--- src/rtl/cdt_map.vh ---
// constants for the opcode decode and timing block
`ifndef CDT_MAP_VH
`define CDT_MAP_VH
// register byte addresses
`define CDT_REG_CTRL 8'h00
`define CDT_REG_INSN 8'h04
`define CDT_REG_CTX 8'h08
`define CDT_REG_STAT 8'h0C
`define CDT_REG_CLKS 8'h10
`define CDT_REG_FLAGS 8'h14
// control bits
`define CDT_CTRL_PROT 0
`define CDT_CTRL_RESET 32'h0000_0000
// context bits
`define CDT_CTX_TAKEN 0
`define CDT_CTX_INDEX 1
`define CDT_CTX_MEM 2
`define CDT_CTX_PRIV 3
`define CDT_CTX_CNT_LO 8
// flag mask bit positions
`define CDT_F_CARRY 0
`define CDT_F_PARITY 2
`define CDT_F_AUX 4
`define CDT_F_ZERO 6
`define CDT_F_SIGN 7
`define CDT_F_OVER 11
`define CDT_F_ALL 16'h08D5
`define CDT_F_ALLCTL 16'h0FD5
// exception vector
`define CDT_VEC_INVALID 8'h06
// instruction classes
`define CDT_C_NONE 5'h00
`define CDT_C_PREFIX 5'h01
`define CDT_C_JCC 5'h02
`define CDT_C_FLAGSAH 5'h03
`define CDT_C_ARFETCH 5'h04
`define CDT_C_LIMFETCH 5'h05
`define CDT_C_FARPTR 5'h06
`define CDT_C_ADDR 5'h07
`define CDT_C_GIDT 5'h08
`define CDT_C_LDTTR 5'h09
`define CDT_C_MSW 5'h0A
`define CDT_C_LOOP 5'h0B
`define CDT_C_CRWR 5'h0C
`define CDT_C_CRRD 5'h0D
`define CDT_C_DRWR 5'h0E
`define CDT_C_DRRD 5'h0F
`define CDT_C_TRWR 5'h10
`define CDT_C_TRRD 5'h11
`define CDT_C_SEXT 5'h12
`define CDT_C_ZEXT 5'h13
`define CDT_C_POPSEG 5'h14
`define CDT_C_POPGEN 5'h15
`define CDT_C_STACK_PULL_FLAGS 5'h16
`define CDT_C_STACK_PULL_ALL 5'h17
`define CDT_C_PUSH 5'h18
`define CDT_C_STACK_STORE_ALL 5'h19
`define CDT_C_RCx 5'h1A
`define CDT_C_STRING 5'h1B
`define CDT_C_RETN 5'h1C
`define CDT_C_RETF 5'h1D
`define CDT_C_SMRST 5'h1E
`define CDT_C_SMEXIT 5'h1F
`endif

--- src/rtl/cdt_decode.v ---
// opcode decode and execution timing with an axi4-lite register port
`timescale 1ns/1ps
`include "cdt_map.vh"
module cdt_decode (
	input wire aclk,
	input wire aresetn,
	input wire aclk_en,
	input wire [31:0] s_axi_awaddr,
	input wire s_axi_awvalid,
	output wire s_axi_awready,
	input wire [31:0] s_axi_wdata,
	input wire [3:0] s_axi_wstrb,
	input wire s_axi_wvalid,
	output wire s_axi_wready,
	output reg [1:0] s_axi_bresp,
	output reg s_axi_bvalid,
	input wire s_axi_bready,
	input wire [31:0] s_axi_araddr,
	input wire s_axi_arvalid,
	output wire s_axi_arready,
	output reg [31:0] s_axi_rdata,
	output reg [1:0] s_axi_rresp,
	output reg s_axi_rvalid,
	input wire s_axi_rready
);
	// software state
	reg [31:0] ctrl;
	reg [31:0] insn;
	reg [31:0] ctx;
	// decode results, registered when an instruction word is written
	reg [4:0] cls;
	reg [3:0] cond;
	reg invalid;
	reg [15:0] clocks;
	reg [15:0] flag_mask;
	reg [7:0] vector;
	reg [1:0] prefix_cnt;
	reg [2:0] disp_bytes;
	// write channel capture, taken in either order
	reg aw_held;
	reg w_held;
	reg [7:0] aw_addr;
	reg [31:0] w_data;
	reg [3:0] w_strb;
	wire prot = ctrl[`CDT_CTRL_PROT];
	wire taken = ctx[`CDT_CTX_TAKEN];
	wire use_index = ctx[`CDT_CTX_INDEX];
	wire use_mem = ctx[`CDT_CTX_MEM];
	wire cross_priv = ctx[`CDT_CTX_PRIV];
	wire [15:0] n_cnt = ctx[`CDT_CTX_CNT_LO +: 16];
	// axi write path: address and data are held until both are present
	wire wr_go = aw_held && w_held && !s_axi_bvalid;
	assign s_axi_awready = !aw_held;
	assign s_axi_wready = !w_held;
	wire [31:0] wmask = {{8{w_strb[3]}}, {8{w_strb[2]}}, {8{w_strb[1]}}, {8{w_strb[0]}}};
	wire wr_insn = wr_go && aw_addr == `CDT_REG_INSN;
	// the decoder looks at the word being written so results land with it
	wire [31:0] next_insn = wr_insn ? ((insn & ~wmask) | (w_data & wmask)) : insn;
	// combinational decode of the pending instruction word
	reg [4:0] d_cls;
	reg [3:0] d_cond;
	reg d_prot_only;
	reg [15:0] d_clk;
	reg [15:0] d_flags;
	reg [1:0] d_pfx;
	reg [2:0] d_disp;
	reg [7:0] b0;
	reg [7:0] b1;
	reg [7:0] b2;
	reg [2:0] mreg;
	reg is_pfx;
	// strip at most one leading prefix other than F2 or F3, then classify the opcode
	always @* begin
		b0 = next_insn[7:0];
		b1 = next_insn[15:8];
		b2 = next_insn[23:16];
		d_pfx = 2'd0;
		// prefixes other than F2 and F3 are counted and skipped, they alter no flag
		case (b0)
			8'hF0, 8'h67, 8'h66, 8'h2E, 8'h3E, 8'h26, 8'h64, 8'h65, 8'h36,
			8'hF2, 8'hF3: is_pfx = 1'b1;
			default: is_pfx = 1'b0;
		endcase
		if (is_pfx && b0 != 8'hF2 && b0 != 8'hF3) begin
			b0 = b1;
			b1 = b2;
			b2 = next_insn[31:24];
			d_pfx = 2'd1;
		end
		mreg = b2[5:3];
		d_cls = `CDT_C_NONE;
		d_cond = b0[3:0];
		d_prot_only = 1'b0;
		d_clk = 16'd1;
		d_flags = 16'h0000;
		d_disp = 3'd0;
		if (b0[7:4] == 4'h7) begin
			// short branch, condition in the low nibble
			d_cls = `CDT_C_JCC;
			d_disp = 3'd1;
			d_clk = taken ? (prot ? 16'd6 : 16'd4) : 16'd1;
		end else if (b0 == 8'h0F && b1[7:4] == 4'h8) begin
			// long branch shares the condition code
			d_cls = `CDT_C_JCC;
			d_cond = b1[3:0];
			d_disp = 3'd4;
			d_clk = taken ? (prot ? 16'd6 : 16'd4) : 16'd1;
		end else if (b0 == 8'h0F) begin
			case (b1)
				8'h02: begin
					d_cls = `CDT_C_ARFETCH;
					d_prot_only = 1'b1;
					d_flags = 16'h0040;
					d_clk = use_mem ? 16'd12 : 16'd11;
				end
				8'h03: begin
					d_cls = `CDT_C_LIMFETCH;
					d_prot_only = 1'b1;
					d_flags = 16'h0040;
					d_clk = use_mem ? 16'd15 : 16'd14;
				end
				8'hB4, 8'hB5, 8'hB2: begin
					d_cls = `CDT_C_FARPTR;
					d_clk = prot ? 16'd19 : 16'd6;
				end
				8'h01: begin
					if (mreg == 3'b010 || mreg == 3'b011) begin
						d_cls = `CDT_C_GIDT;
						d_clk = 16'd9;
					end else if (mreg == 3'b110) begin
						d_cls = `CDT_C_MSW;
						d_clk = 16'd5;
					end
				end
				8'h00: begin
					if (mreg == 3'b010 || mreg == 3'b011) begin
						d_cls = `CDT_C_LDTTR;
						d_prot_only = 1'b1;
						d_clk = use_mem ? 16'd17 : 16'd16;
					end
				end
				8'h22: begin
					d_cls = `CDT_C_CRWR;
					// eee 000 is the slow control write
					d_clk = (mreg == 3'b000) ? 16'd11 : 16'd3;
				end
				8'h20: begin
					d_cls = `CDT_C_CRRD;
					d_clk = (mreg == 3'b000) ? 16'd1 : 16'd3;
				end
				8'h23: begin
					d_cls = `CDT_C_DRWR;
					d_clk = 16'd1;
				end
				8'h21: begin
					d_cls = `CDT_C_DRRD;
					d_clk = 16'd3;
				end
				8'h26: begin
					d_cls = `CDT_C_TRWR;
					d_clk = (mreg < 3'd6) ? 16'd5 : 16'd1;
				end
				8'h24: begin
					d_cls = `CDT_C_TRRD;
					d_clk = (mreg < 3'd6) ? 16'd5 : 16'd3;
				end
				8'hBE, 8'hBF: begin
					d_cls = `CDT_C_SEXT;
					d_clk = use_mem ? 16'd3 : 16'd1;
				end
				8'hB6, 8'hB7: begin
					d_cls = `CDT_C_ZEXT;
					d_clk = use_mem ? 16'd3 : 16'd2;
				end
				8'hA1, 8'hA9: begin
					d_cls = `CDT_C_POPSEG;
					d_clk = prot ? 16'd18 : 16'd4;
				end
				8'hA0, 8'hA8: begin
					d_cls = `CDT_C_PUSH;
					d_clk = 16'd2;
				end
				8'h79, 8'h7B: begin
					d_cls = `CDT_C_SMRST;
					d_clk = 16'd10;
				end
				8'hAA: begin
					d_cls = `CDT_C_SMEXIT;
					d_clk = 16'd76;
				end
				default: d_cls = `CDT_C_NONE;
			endcase
		end else begin
			mreg = b1[5:3];
			case (b0)
				8'h9F: begin
					d_cls = `CDT_C_FLAGSAH;
					d_clk = 16'd2;
				end
				8'hC5, 8'hC4: begin
					d_cls = `CDT_C_FARPTR;
					d_clk = prot ? 16'd19 : 16'd6;
				end
				8'h8D: begin
					d_cls = `CDT_C_ADDR;
					d_clk = use_index ? 16'd3 : 16'd2;
				end
				8'hE2, 8'hE0, 8'hE1: begin
					d_cls = `CDT_C_LOOP;
					d_disp = 3'd1;
					d_clk = taken ? (prot ? 16'd9 : 16'd7) : 16'd3;
				end
				8'h07, 8'h17, 8'h1F: begin
					d_cls = `CDT_C_POPSEG;
					d_clk = prot ? 16'd18 : 16'd4;
				end
				8'h8F: begin
					d_cls = `CDT_C_POPGEN;
					d_clk = use_mem ? 16'd5 : 16'd3;
				end
				8'h58, 8'h59, 8'h5A, 8'h5B, 8'h5C, 8'h5D, 8'h5E, 8'h5F: begin
					d_cls = `CDT_C_POPGEN;
					d_clk = 16'd3;
				end
				8'h9D: begin
					d_cls = `CDT_C_STACK_PULL_FLAGS;
					d_flags = `CDT_F_ALLCTL;
					d_clk = 16'd4;
				end
				8'h61: begin
					d_cls = `CDT_C_STACK_PULL_ALL;
					d_clk = 16'd18;
				end
				8'h60: begin
					d_cls = `CDT_C_STACK_STORE_ALL;
					d_clk = 16'd17;
				end
				8'h50, 8'h51, 8'h52, 8'h53, 8'h54, 8'h55, 8'h56, 8'h57,
				8'h06, 8'h0E, 8'h16, 8'h1E, 8'h68, 8'h6A, 8'h9C: begin
					d_cls = `CDT_C_PUSH;
					d_clk = 16'd2;
				end
				8'hFF: begin
					if (mreg == 3'b110) begin
						d_cls = `CDT_C_PUSH;
						d_clk = use_mem ? 16'd4 : 16'd2;
					end
				end
				8'hD0, 8'hD1, 8'hD2, 8'hD3, 8'hC0, 8'hC1: begin
					if (mreg == 3'b010 || mreg == 3'b011) begin
						d_cls = `CDT_C_RCx;
						d_flags = 16'h0801;
						d_clk = 16'd9;
					end
				end
				8'hF2, 8'hF3: begin
					// repeated strings cost a fixed part plus n times a step
					d_cls = `CDT_C_STRING;
					case (b1)
						8'hA4, 8'hA5: d_clk = 16'd5 + {n_cnt[13:0], 2'b00};
						8'hAA, 8'hAB: d_clk = 16'd3 + {n_cnt[13:0], 2'b00};
						8'hAC, 8'hAD: d_clk = 16'd4 + {n_cnt[13:0], 2'b00} + n_cnt;
						8'hA6, 8'hA7: begin
							d_clk = 16'd5 + {n_cnt[12:0], 3'b000};
							d_flags = `CDT_F_ALL;
						end
						8'hAE, 8'hAF: begin
							d_clk = 16'd4 + {n_cnt[13:0], 2'b00} + n_cnt;
							d_flags = `CDT_F_ALL;
						end
						default: d_cls = `CDT_C_NONE;
					endcase
					d_pfx = 2'd1;
				end
				8'hC3, 8'hC2: begin
					d_cls = `CDT_C_RETN;
					d_clk = 16'd10;
				end
				8'hCB, 8'hCA: begin
					d_cls = `CDT_C_RETF;
					d_clk = !prot ? 16'd13 : (cross_priv ? 16'd61 : 16'd26);
				end
				default: d_cls = `CDT_C_NONE;
			endcase
		end
	end
	// write channel capture and register update
	always @(posedge aclk) begin
		if (!aresetn) begin
			aw_held <= 1'b0;
			w_held <= 1'b0;
			aw_addr <= 8'h00;
			w_data <= 32'h0000_0000;
			w_strb <= 4'h0;
			s_axi_bvalid <= 1'b0;
			s_axi_bresp <= 2'b00;
			ctrl <= `CDT_CTRL_RESET;
			insn <= 32'h0000_0000;
			ctx <= 32'h0000_0000;
		end else if (aclk_en) begin
			if (s_axi_awvalid && !aw_held) begin
				aw_held <= 1'b1;
				aw_addr <= s_axi_awaddr[7:0];
			end
			if (s_axi_wvalid && !w_held) begin
				w_held <= 1'b1;
				w_data <= s_axi_wdata;
				w_strb <= s_axi_wstrb;
			end
			if (s_axi_bvalid && s_axi_bready)
				s_axi_bvalid <= 1'b0;
			if (wr_go) begin
				aw_held <= 1'b0;
				w_held <= 1'b0;
				s_axi_bvalid <= 1'b1;
				s_axi_bresp <= 2'b00;
				case (aw_addr)
					`CDT_REG_CTRL: ctrl <= (ctrl & ~wmask) | (w_data & wmask & 32'h0000_0001);
					`CDT_REG_INSN: insn <= next_insn;
					`CDT_REG_CTX: ctx <= (ctx & ~wmask) | (w_data & wmask);
					`CDT_REG_STAT, `CDT_REG_CLKS, `CDT_REG_FLAGS: s_axi_bresp <= 2'b00;
					default: s_axi_bresp <= 2'b10; // unmapped address
				endcase
			end
		end
	end
	// decode results are captured with each instruction word write
	always @(posedge aclk) begin
		if (!aresetn) begin
			cls <= `CDT_C_NONE;
			cond <= 4'h0;
			invalid <= 1'b0;
			clocks <= 16'h0000;
			flag_mask <= 16'h0000;
			vector <= 8'h00;
			prefix_cnt <= 2'd0;
			disp_bytes <= 3'd0;
		end else if (aclk_en && wr_insn) begin
			cls <= d_cls;
			cond <= d_cond;
			prefix_cnt <= d_pfx;
			disp_bytes <= d_disp;
			// protected-only work in real mode faults instead of running
			if (d_prot_only && !prot) begin
				invalid <= 1'b1;
				vector <= `CDT_VEC_INVALID;
				clocks <= 16'h0000;
				flag_mask <= 16'h0000;
			end else begin
				invalid <= (d_cls == `CDT_C_NONE);
				vector <= (d_cls == `CDT_C_NONE) ? `CDT_VEC_INVALID : 8'h00;
				clocks <= d_clk;
				flag_mask <= d_flags;
			end
		end
	end
	// axi read path, one read under way at a time
	assign s_axi_arready = !s_axi_rvalid;
	always @(posedge aclk) begin
		if (!aresetn) begin
			s_axi_rvalid <= 1'b0;
			s_axi_rdata <= 32'h0000_0000;
			s_axi_rresp <= 2'b00;
		end else if (aclk_en) begin
			if (s_axi_rvalid && s_axi_rready)
				s_axi_rvalid <= 1'b0;
			if (s_axi_arvalid && !s_axi_rvalid) begin
				s_axi_rvalid <= 1'b1;
				s_axi_rresp <= 2'b00;
				case (s_axi_araddr[7:0])
					`CDT_REG_CTRL: s_axi_rdata <= ctrl;
					`CDT_REG_INSN: s_axi_rdata <= insn;
					`CDT_REG_CTX: s_axi_rdata <= ctx;
					`CDT_REG_STAT: s_axi_rdata <= {vector, 7'd0, disp_bytes, 2'd0, prefix_cnt,
						invalid, cond, cls};
					`CDT_REG_CLKS: s_axi_rdata <= {16'h0000, clocks};
					`CDT_REG_FLAGS: s_axi_rdata <= {16'h0000, flag_mask};
					default: begin
						s_axi_rdata <= 32'h0000_0000;
						s_axi_rresp <= 2'b10;
					end
				endcase
			end
		end
	end
endmodule // cdt_decode

--- config.mk ---
export PLATFORM = sky130hd
export DESIGN_NAME = cdt_decode
export DESIGN_NICKNAME = d
export VERILOG_FILES = /design/src/rtl/cdt_decode.v
export VERILOG_INCLUDE_DIRS = /design/src /design/src/rtl
export SDC_FILE = /design/constraint.sdc
export NUM_CORES = 1
export LEC_CHECK = 0
export ABC_AREA = 0
export BUFFER_PORTS_ARGS = -buffer_cell sky130_fd_sc_hd__buf_2
export CAP_MARGIN = 30
export CORE_MARGIN = 2
export CORE_UTILIZATION = 50
export DETAILED_ROUTE_END_ITERATION = 10
export PLACE_DENSITY_LB_ADDON = 0.2
export SYNTH_ARGS = -nofsm -noshare
export SYNTH_HDL_FRONTEND = slang
export SYNTH_SLANG_ARGS = --single-unit
--- constraint.sdc ---
create_clock -name aclk -period 4.4 [get_ports aclk]
set_input_delay 0.22 -clock aclk [delete_from_list [all_inputs] [get_ports aclk]]
set_output_delay 0.22 -clock aclk [all_outputs]
set_load 0.05 [all_outputs]
======== Word-level counts from Yosys, hierarchy flattened ========
Cells that the tools add are included.
storage, ports and cells
  register bits ........................... 235
  input bits .............................. 108
  output and inout port bits .............. 41
  logic and storage cells ................. 302
cells by class
  add/subtract/negate cells ............... 5
  order comparisons ....................... 1
  equality and inequality tests ........... 114
  mux-type cells .......................... 86
  bitwise operators ....................... 8
  reductions and logical operators ........ 67
operators by type and width
  operator                                        number
  == test 8 bit (second input constant)           47
  case mux 16 bit (15 select lines)               1
  == test 8 x 7 -> 1 bit (second input constant)  26
  case mux 32 bit (6 select lines)                1
  AND 32 bit                                      4
  two-way mux 16 bit                              8
  case mux 7 bit (16 select lines)                1
  case mux 5 bit (17 select lines)                1
  == test 8 x 6 -> 1 bit (second input constant)  10
  case mux 5 bit (15 select lines)                1
  == test 8 x 5 -> 1 bit (second input constant)  8
  OR 32 bit                                       2
  case mux 16 bit (4 select lines)                1
  adder 3 x 16 -> 16 bit (first input constant)   3
  == test 8 x 4 -> 1 bit (second input constant)  6
  two-way mux 5 bit                               9
  two-way mux 4 bit                               10
  two-way mux 3 bit                               12
  case mux 12 bit (3 select lines)                1
  == test 8 x 3 -> 1 bit (second input constant)  4
  two-way mux 32 bit                              1
  inverter 32 bit                                 1
  OR 32 x 1 -> 32 bit                             1
  OR reduction 2 bit                              13
  other kinds (35)                                109

======== Longest topological paths before layout ========
  depth after elaboration ................. 20
  depth in mapped cells ................... 17
  gate-level depth less buffers ........... 16

======== Worst setup path after synthesis ========
OpenSTA, ideal clock, no wires.
  kind .................................... register -> register
  start point ............................. register aw_addr[7]
  end point ............................... register clocks[2]
  setup time .............................. 0.117 ns
  arrival ................................. 3.749 ns
  data required time ...................... 4.283 ns
  slack ................................... 0.534 ns
  cell stages (with the launch flop) ...... 12
  path buffers ............................ 2
  period minus slack after synthesis ...... 3.866 ns
  cells stage by stage .................... dfxtp_1 > or4_4 > nor4_4 > buf_2 > mux2i_1 > clkbuf_1 > o21ai_1 > a221o_1 > a32o_1 > a2111oi_2 > o21ai_1 > a32o_1
on the way
  cells in the longest elaborated chain, start to end .. 18
  elaborated cells on any way between the ends .. 154
  those cells by class .................... order compare: 1; eq/ne: 102; mux: 22; reduce/logical: 29
ends and longest elaborated chain
  what                                                         line              RTL
  start, declared                                              cdt_decode.v:42   reg [7:0] aw_addr;
  start signal, assigned                                       cdt_decode.v:303  aw_addr <= s_axi_awaddr[7:0];
  == test 8 x 3 -> 1 bit (*)                                   -
  logical AND 1 bit (no line) (*)                              -
  branches (longest 16 deep; another with two-way mux 32 bit)  -
  end signal, assigned                                         cdt_decode.v:352  clocks <= d_clk;
  end, declared                                                cdt_decode.v:34   reg [15:0] clocks;
Mark *: on every way between the ends.
A chain may end at the register's enable or synchronous reset.

======== Worst setup path after layout ========
  start point ............................. register aw_addr[7]
  end point ............................... register vector[1]
on the way
  cells in the longest elaborated chain, start to end .. 19
  elaborated cells on any way between the ends .. 156
  those cells by class .................... eq/ne: 105; mux: 23; reduce/logical: 28
ends and longest elaborated chain
  what                                                                                         line                                RTL
  == test 8 x 3 -> 1 bit (*)                                                                   -
  logical AND 1 bit (no line) (*)                                                              -
  two-way mux 32 bit                                                                           cdt_decode.v:58                     wire [31:0] next_insn = wr_insn ? ((insn & ~wmask) | (w_data & wmask)) : insn;
  == test 8 bit, or another cell as far along                                                  cdt_decode.v:79                     case (b0)
  OR reduction 11 bit                                                                          cdt_decode.v:79
  two-way mux 1 bit                                                                            cdt_decode.v:79
  logical AND 1 bit (2 in series)                                                              cdt_decode.v:84                     if (is_pfx && b0 != 8'hF2 && b0 != 8'hF3) begin
  two-way mux 8 bit / two-way mux 6 bit (equally long branches)                                cdt_decode.v:84
  [2 not listed]                                                                               -
  two-way mux 5 bit, or another cell as far along                                              cdt_decode.v:259                    case (b1)
  case mux 5 bit (15 select lines) / case mux 5 bit (17 select lines) (equally long branches)  cdt_decode.v:195, cdt_decode.v:109
  two-way mux 5 bit                                                                            cdt_decode.v:108                    end else if (b0 == 8'h0F) begin
  two-way mux 5 bit                                                                            cdt_decode.v:102                    end else if (b0 == 8'h0F && b1[7:4] == 4'h8) begin
  two-way mux 5 bit                                                                            cdt_decode.v:97                     if (b0[7:4] == 4'h7) begin
  logical NOT 5 bit (no line)                                                                  -
  two-way mux 3 bit                                                                            cdt_decode.v:351                    vector <= (d_cls == `CDT_C_NONE) ? `CDT_VEC_INVALID : 8'h00;
  two-way mux 3 bit                                                                            cdt_decode.v:344                    if (d_prot_only && !prot) begin
  end signal, assigned                                                                         cdt_decode.v:346                    vector <= `CDT_VEC_INVALID;
  end signal, assigned                                                                         cdt_decode.v:351
  end, declared                                                                                cdt_decode.v:36                     reg [7:0] vector;
Mark *: on every way between the ends. The rest lies on a longest branch, timed or not.

==> run metrics <==
outcome finished clean; CP arrival 4.70 ns; DP HPWL 38.2 mm; Inst Count DP 2180; TritonCTS clock tree built; DRC viols 0; terminus of the critical flop-to-flop path vector[1]; Num CTS Buffers 24; wire per inst 22.5 µm; Fin Setup TNS 0 ns; Async SR Flop Fraction 0; Syn Area/Cell 7.42 µm²; Slew @ Worst Pin 1.04 ns; Worst Hold Class input pin to flip-flop; Core Region between 0.02 and 0.03 mm²; PortBufs 98; Detailed Route WL roughly 51 mm; area occupied by registers 0.00422 mm²; Vias per Instance 6.34; Max IR drop VDD 0.398 mV; Area Overhead vs Synth 20.0%; Top FF cell, synth dfxtp_1; Worst Min Path Start aclk_en; final slew viol count 0; clk buf depth 3; via count between 10000 and 15000; filler cell count between 2000 and 2500; Worst-path clk slew roughly 0.06 ns; pre-CTS setup slack roughly 0.24 ns; Antenna diodes 0; worst hold stages 3; P_leak between 5 and 6 nW; Worst setup EP type flip-flop; pin count of the biggest net entering global routing 72; Fmax around 0.24 GHz; initial drt markers 1749; CP Data Required Time 4.88 ns; power per cell area 272 mW/mm²; Final WS setup 0.186 ns; grt ovf 0; Period minus WS final 4.21 ns; Clk Latency, worst-skew pair 0.55 ns; # setup viols final 0; FF-to-FF setup slack between 0.15 and 0.2 ns; vias in the first global route roughly 14000; Top Ports 149; GRT Overall Usage 0.357; # rows between 50 and 60; kind of critical path flip-flop to flip-flop; Cells after Synth 1766; unrepaired setup endpoints after global routing no; Final Hold Fails 0; Synthesis Warnings 0; area occupied by multi-input gates approximately 0.0083 mm²; final period utilization 0.958; number of synthesized flops with an enable pin 0; chip width 166 µm; clock skew about 0.012 ns; Critical Path Fanout Max 12; global-route wire length before repair 78.6 mm; reg2reg start aw_addr[7]; hold endpoint w_held; root buf cell clkbuf_16; clock sink total 211; R2R depth 12; die height 166 µm; Synth cell types 92; layout cells sized above 1 0.153; worst hold slack 0.132 ns; fin nets 2056; DR pass1 iterations 6; final core utilization 0.607; die outline area approximately 0.028 mm²; flops & latches, synth around 210; Final Instance Count excl. Fillers 2271; antenna violations before repair 0; antenna viol nets, final 0; synthesized area ~0.013 mm²; max cap viols 0; sequential cell area fraction in the yosys report 0.323; Slew HR 0.299; GP Congestion 0.985; startpoint types flip-flop; CTS H-tree depth 1; Starting Density 0.505
==> power breakdown <==
part | switching [mW] | internal [mW] | leakage (nW) | total (mW)
Combinational | 0.149 | 0.0960 | 3.76 | 0.245
Sequential | 0.0418 | 1.93 | 1.70 | 1.98
Clock | 0.854 | 1.20 | 0.384 | 2.05
Total | 1.05 | 3.23 | 5.85 | 4.27
==> worst max path at each step <==
stage                          start         to  slack (ns)  cells after the start
after floorplan           aw_addr[7]  clocks[2]        0.53                     11
final                     aw_addr[7]  vector[1]        0.19                     12
after detailed placement  aw_addr[7]  clocks[4]        0.24                     13
after CTS                 aw_addr[7]  clocks[4]        0.22                     13
after global placement    aw_addr[7]  vector[1]        0.27                     12
after global routing      aw_addr[7]  vector[1]        0.04                     12
==> placed cells by master (no fill, tap or decap), drive strengths merged, types with 13 or more instances in the layout <==
cell,instances
a211oi,20
a221oi,14
a22oi,36
dlygate4sd3,48
nand2,315
inv,33
nor2b,13
and2,51
buf,203
and3,16
or3,15
nor4,22
mux2i,59
a31oi,21
nor3,34
nor2,153
nand3,66
a22o,15
mux2,25
nand2b,34
clkbuf,33
o21ai,75
dfxtp,211
a21oi,200
ha,26
==> layout make-up <==
cell class                      count  share of cell area
Multi-Input combinational cell   1400               0.528
Sequential cell                   211               0.269
Timing Repair Buffer              252               0.117
Clock buffer                       33              0.0429
Tap cell                          335              0.0267
Clock inverter                      8             0.00828
Inverter                           32             0.00780
==> cells by family after synthesis <==
| logic type | Yosys count | share of synthesized area |
|---|---|---|
| buffers and inverters | 156 | 0.0470 |
| adders and majority gates | 27 | 0.0264 |
| muxes | 84 | 0.0666 |
| AOI/OAI and AO/OA | 509 | 0.252 |
| DFF | 211 | 0.323 |
| and+or+nand+nor | 769 | 0.279 |
| xor gates and xnor gates | 9 | 0.00602 |
| other | 1 | 0.000286 |
==> synthesized netlist by cell type, types with 10 or more instances <==
cell type,number,share of area
o21ai_1,15,0.0057
nor3_1,32,0.012
a22o_1,15,0.010
mux2_2,25,0.021
a222oi_1,10,0.0076
o22ai_1,10,0.0048
nand2_1,314,0.090
nor2b_1,13,0.0062
nand4_1,10,0.0048
ha_1,26,0.025
a221oi_1,13,0.0087
a31oi_1,21,0.010
and3_1,16,0.0076
clkbuf_1,100,0.029
a21oi_1,200,0.076
nor2_1,153,0.044
nand2b_1,34,0.016
dfxtp_1,211,0.32
a22oi_1,36,0.021
buf_2,12,0.0046
a211oi_1,19,0.011
or3_1,15,0.0072
nand3_1,66,0.025
o21ai_0,59,0.023
o31ai_1,10,0.0057
and2_1,50,0.024
nor4_1,20,0.0096
mux2i_1,59,0.045
inv_1,31,0.0089
==> worst max-delay path, stage by stage (launching register included) <==
cell	delay [ns]
dfxtp_1	0.34
or4_4	0.59
nor4_4	0.32
buf_12	0.17
buf_4	0.21
mux2i_1	0.35
nand2_1	0.24
a41oi_1	0.40
nor2_1	0.13
or4_1	0.65
o32ai_1	0.28
nor4b_2	0.28
a32o_1	0.19
==> metal layers <==
layer,vias to the layer above,share of wire,global-route usage
met5,-,0,0
met4,0,0.044,0.143
met3,118,0.074,0.0388
met2,673,0.46,0.593
met1,6880,0.42,0.477
li1,6718,-,-
==> through the flow <==
stage	power (mW)	area (µm²)
5_1_grt	4.39	15700
3_3_place_gp	2.22	14400
3_5_place_dp	2.22	14400
2_1_floorplan	2.14	13100
6_report	4.27	15700
4_1_cts	4.29	15700
==> timing repair <==
action                                 in CTS  in global routing
endpoints found under the hold margin      48                  0
setup endpoints to repair                   0                  9
buffers inserted                            0                  1
gates resized for setup                     0                  1
hold buffers                               48                  0
No activity file was read; power rests on OpenSTA's default activity.
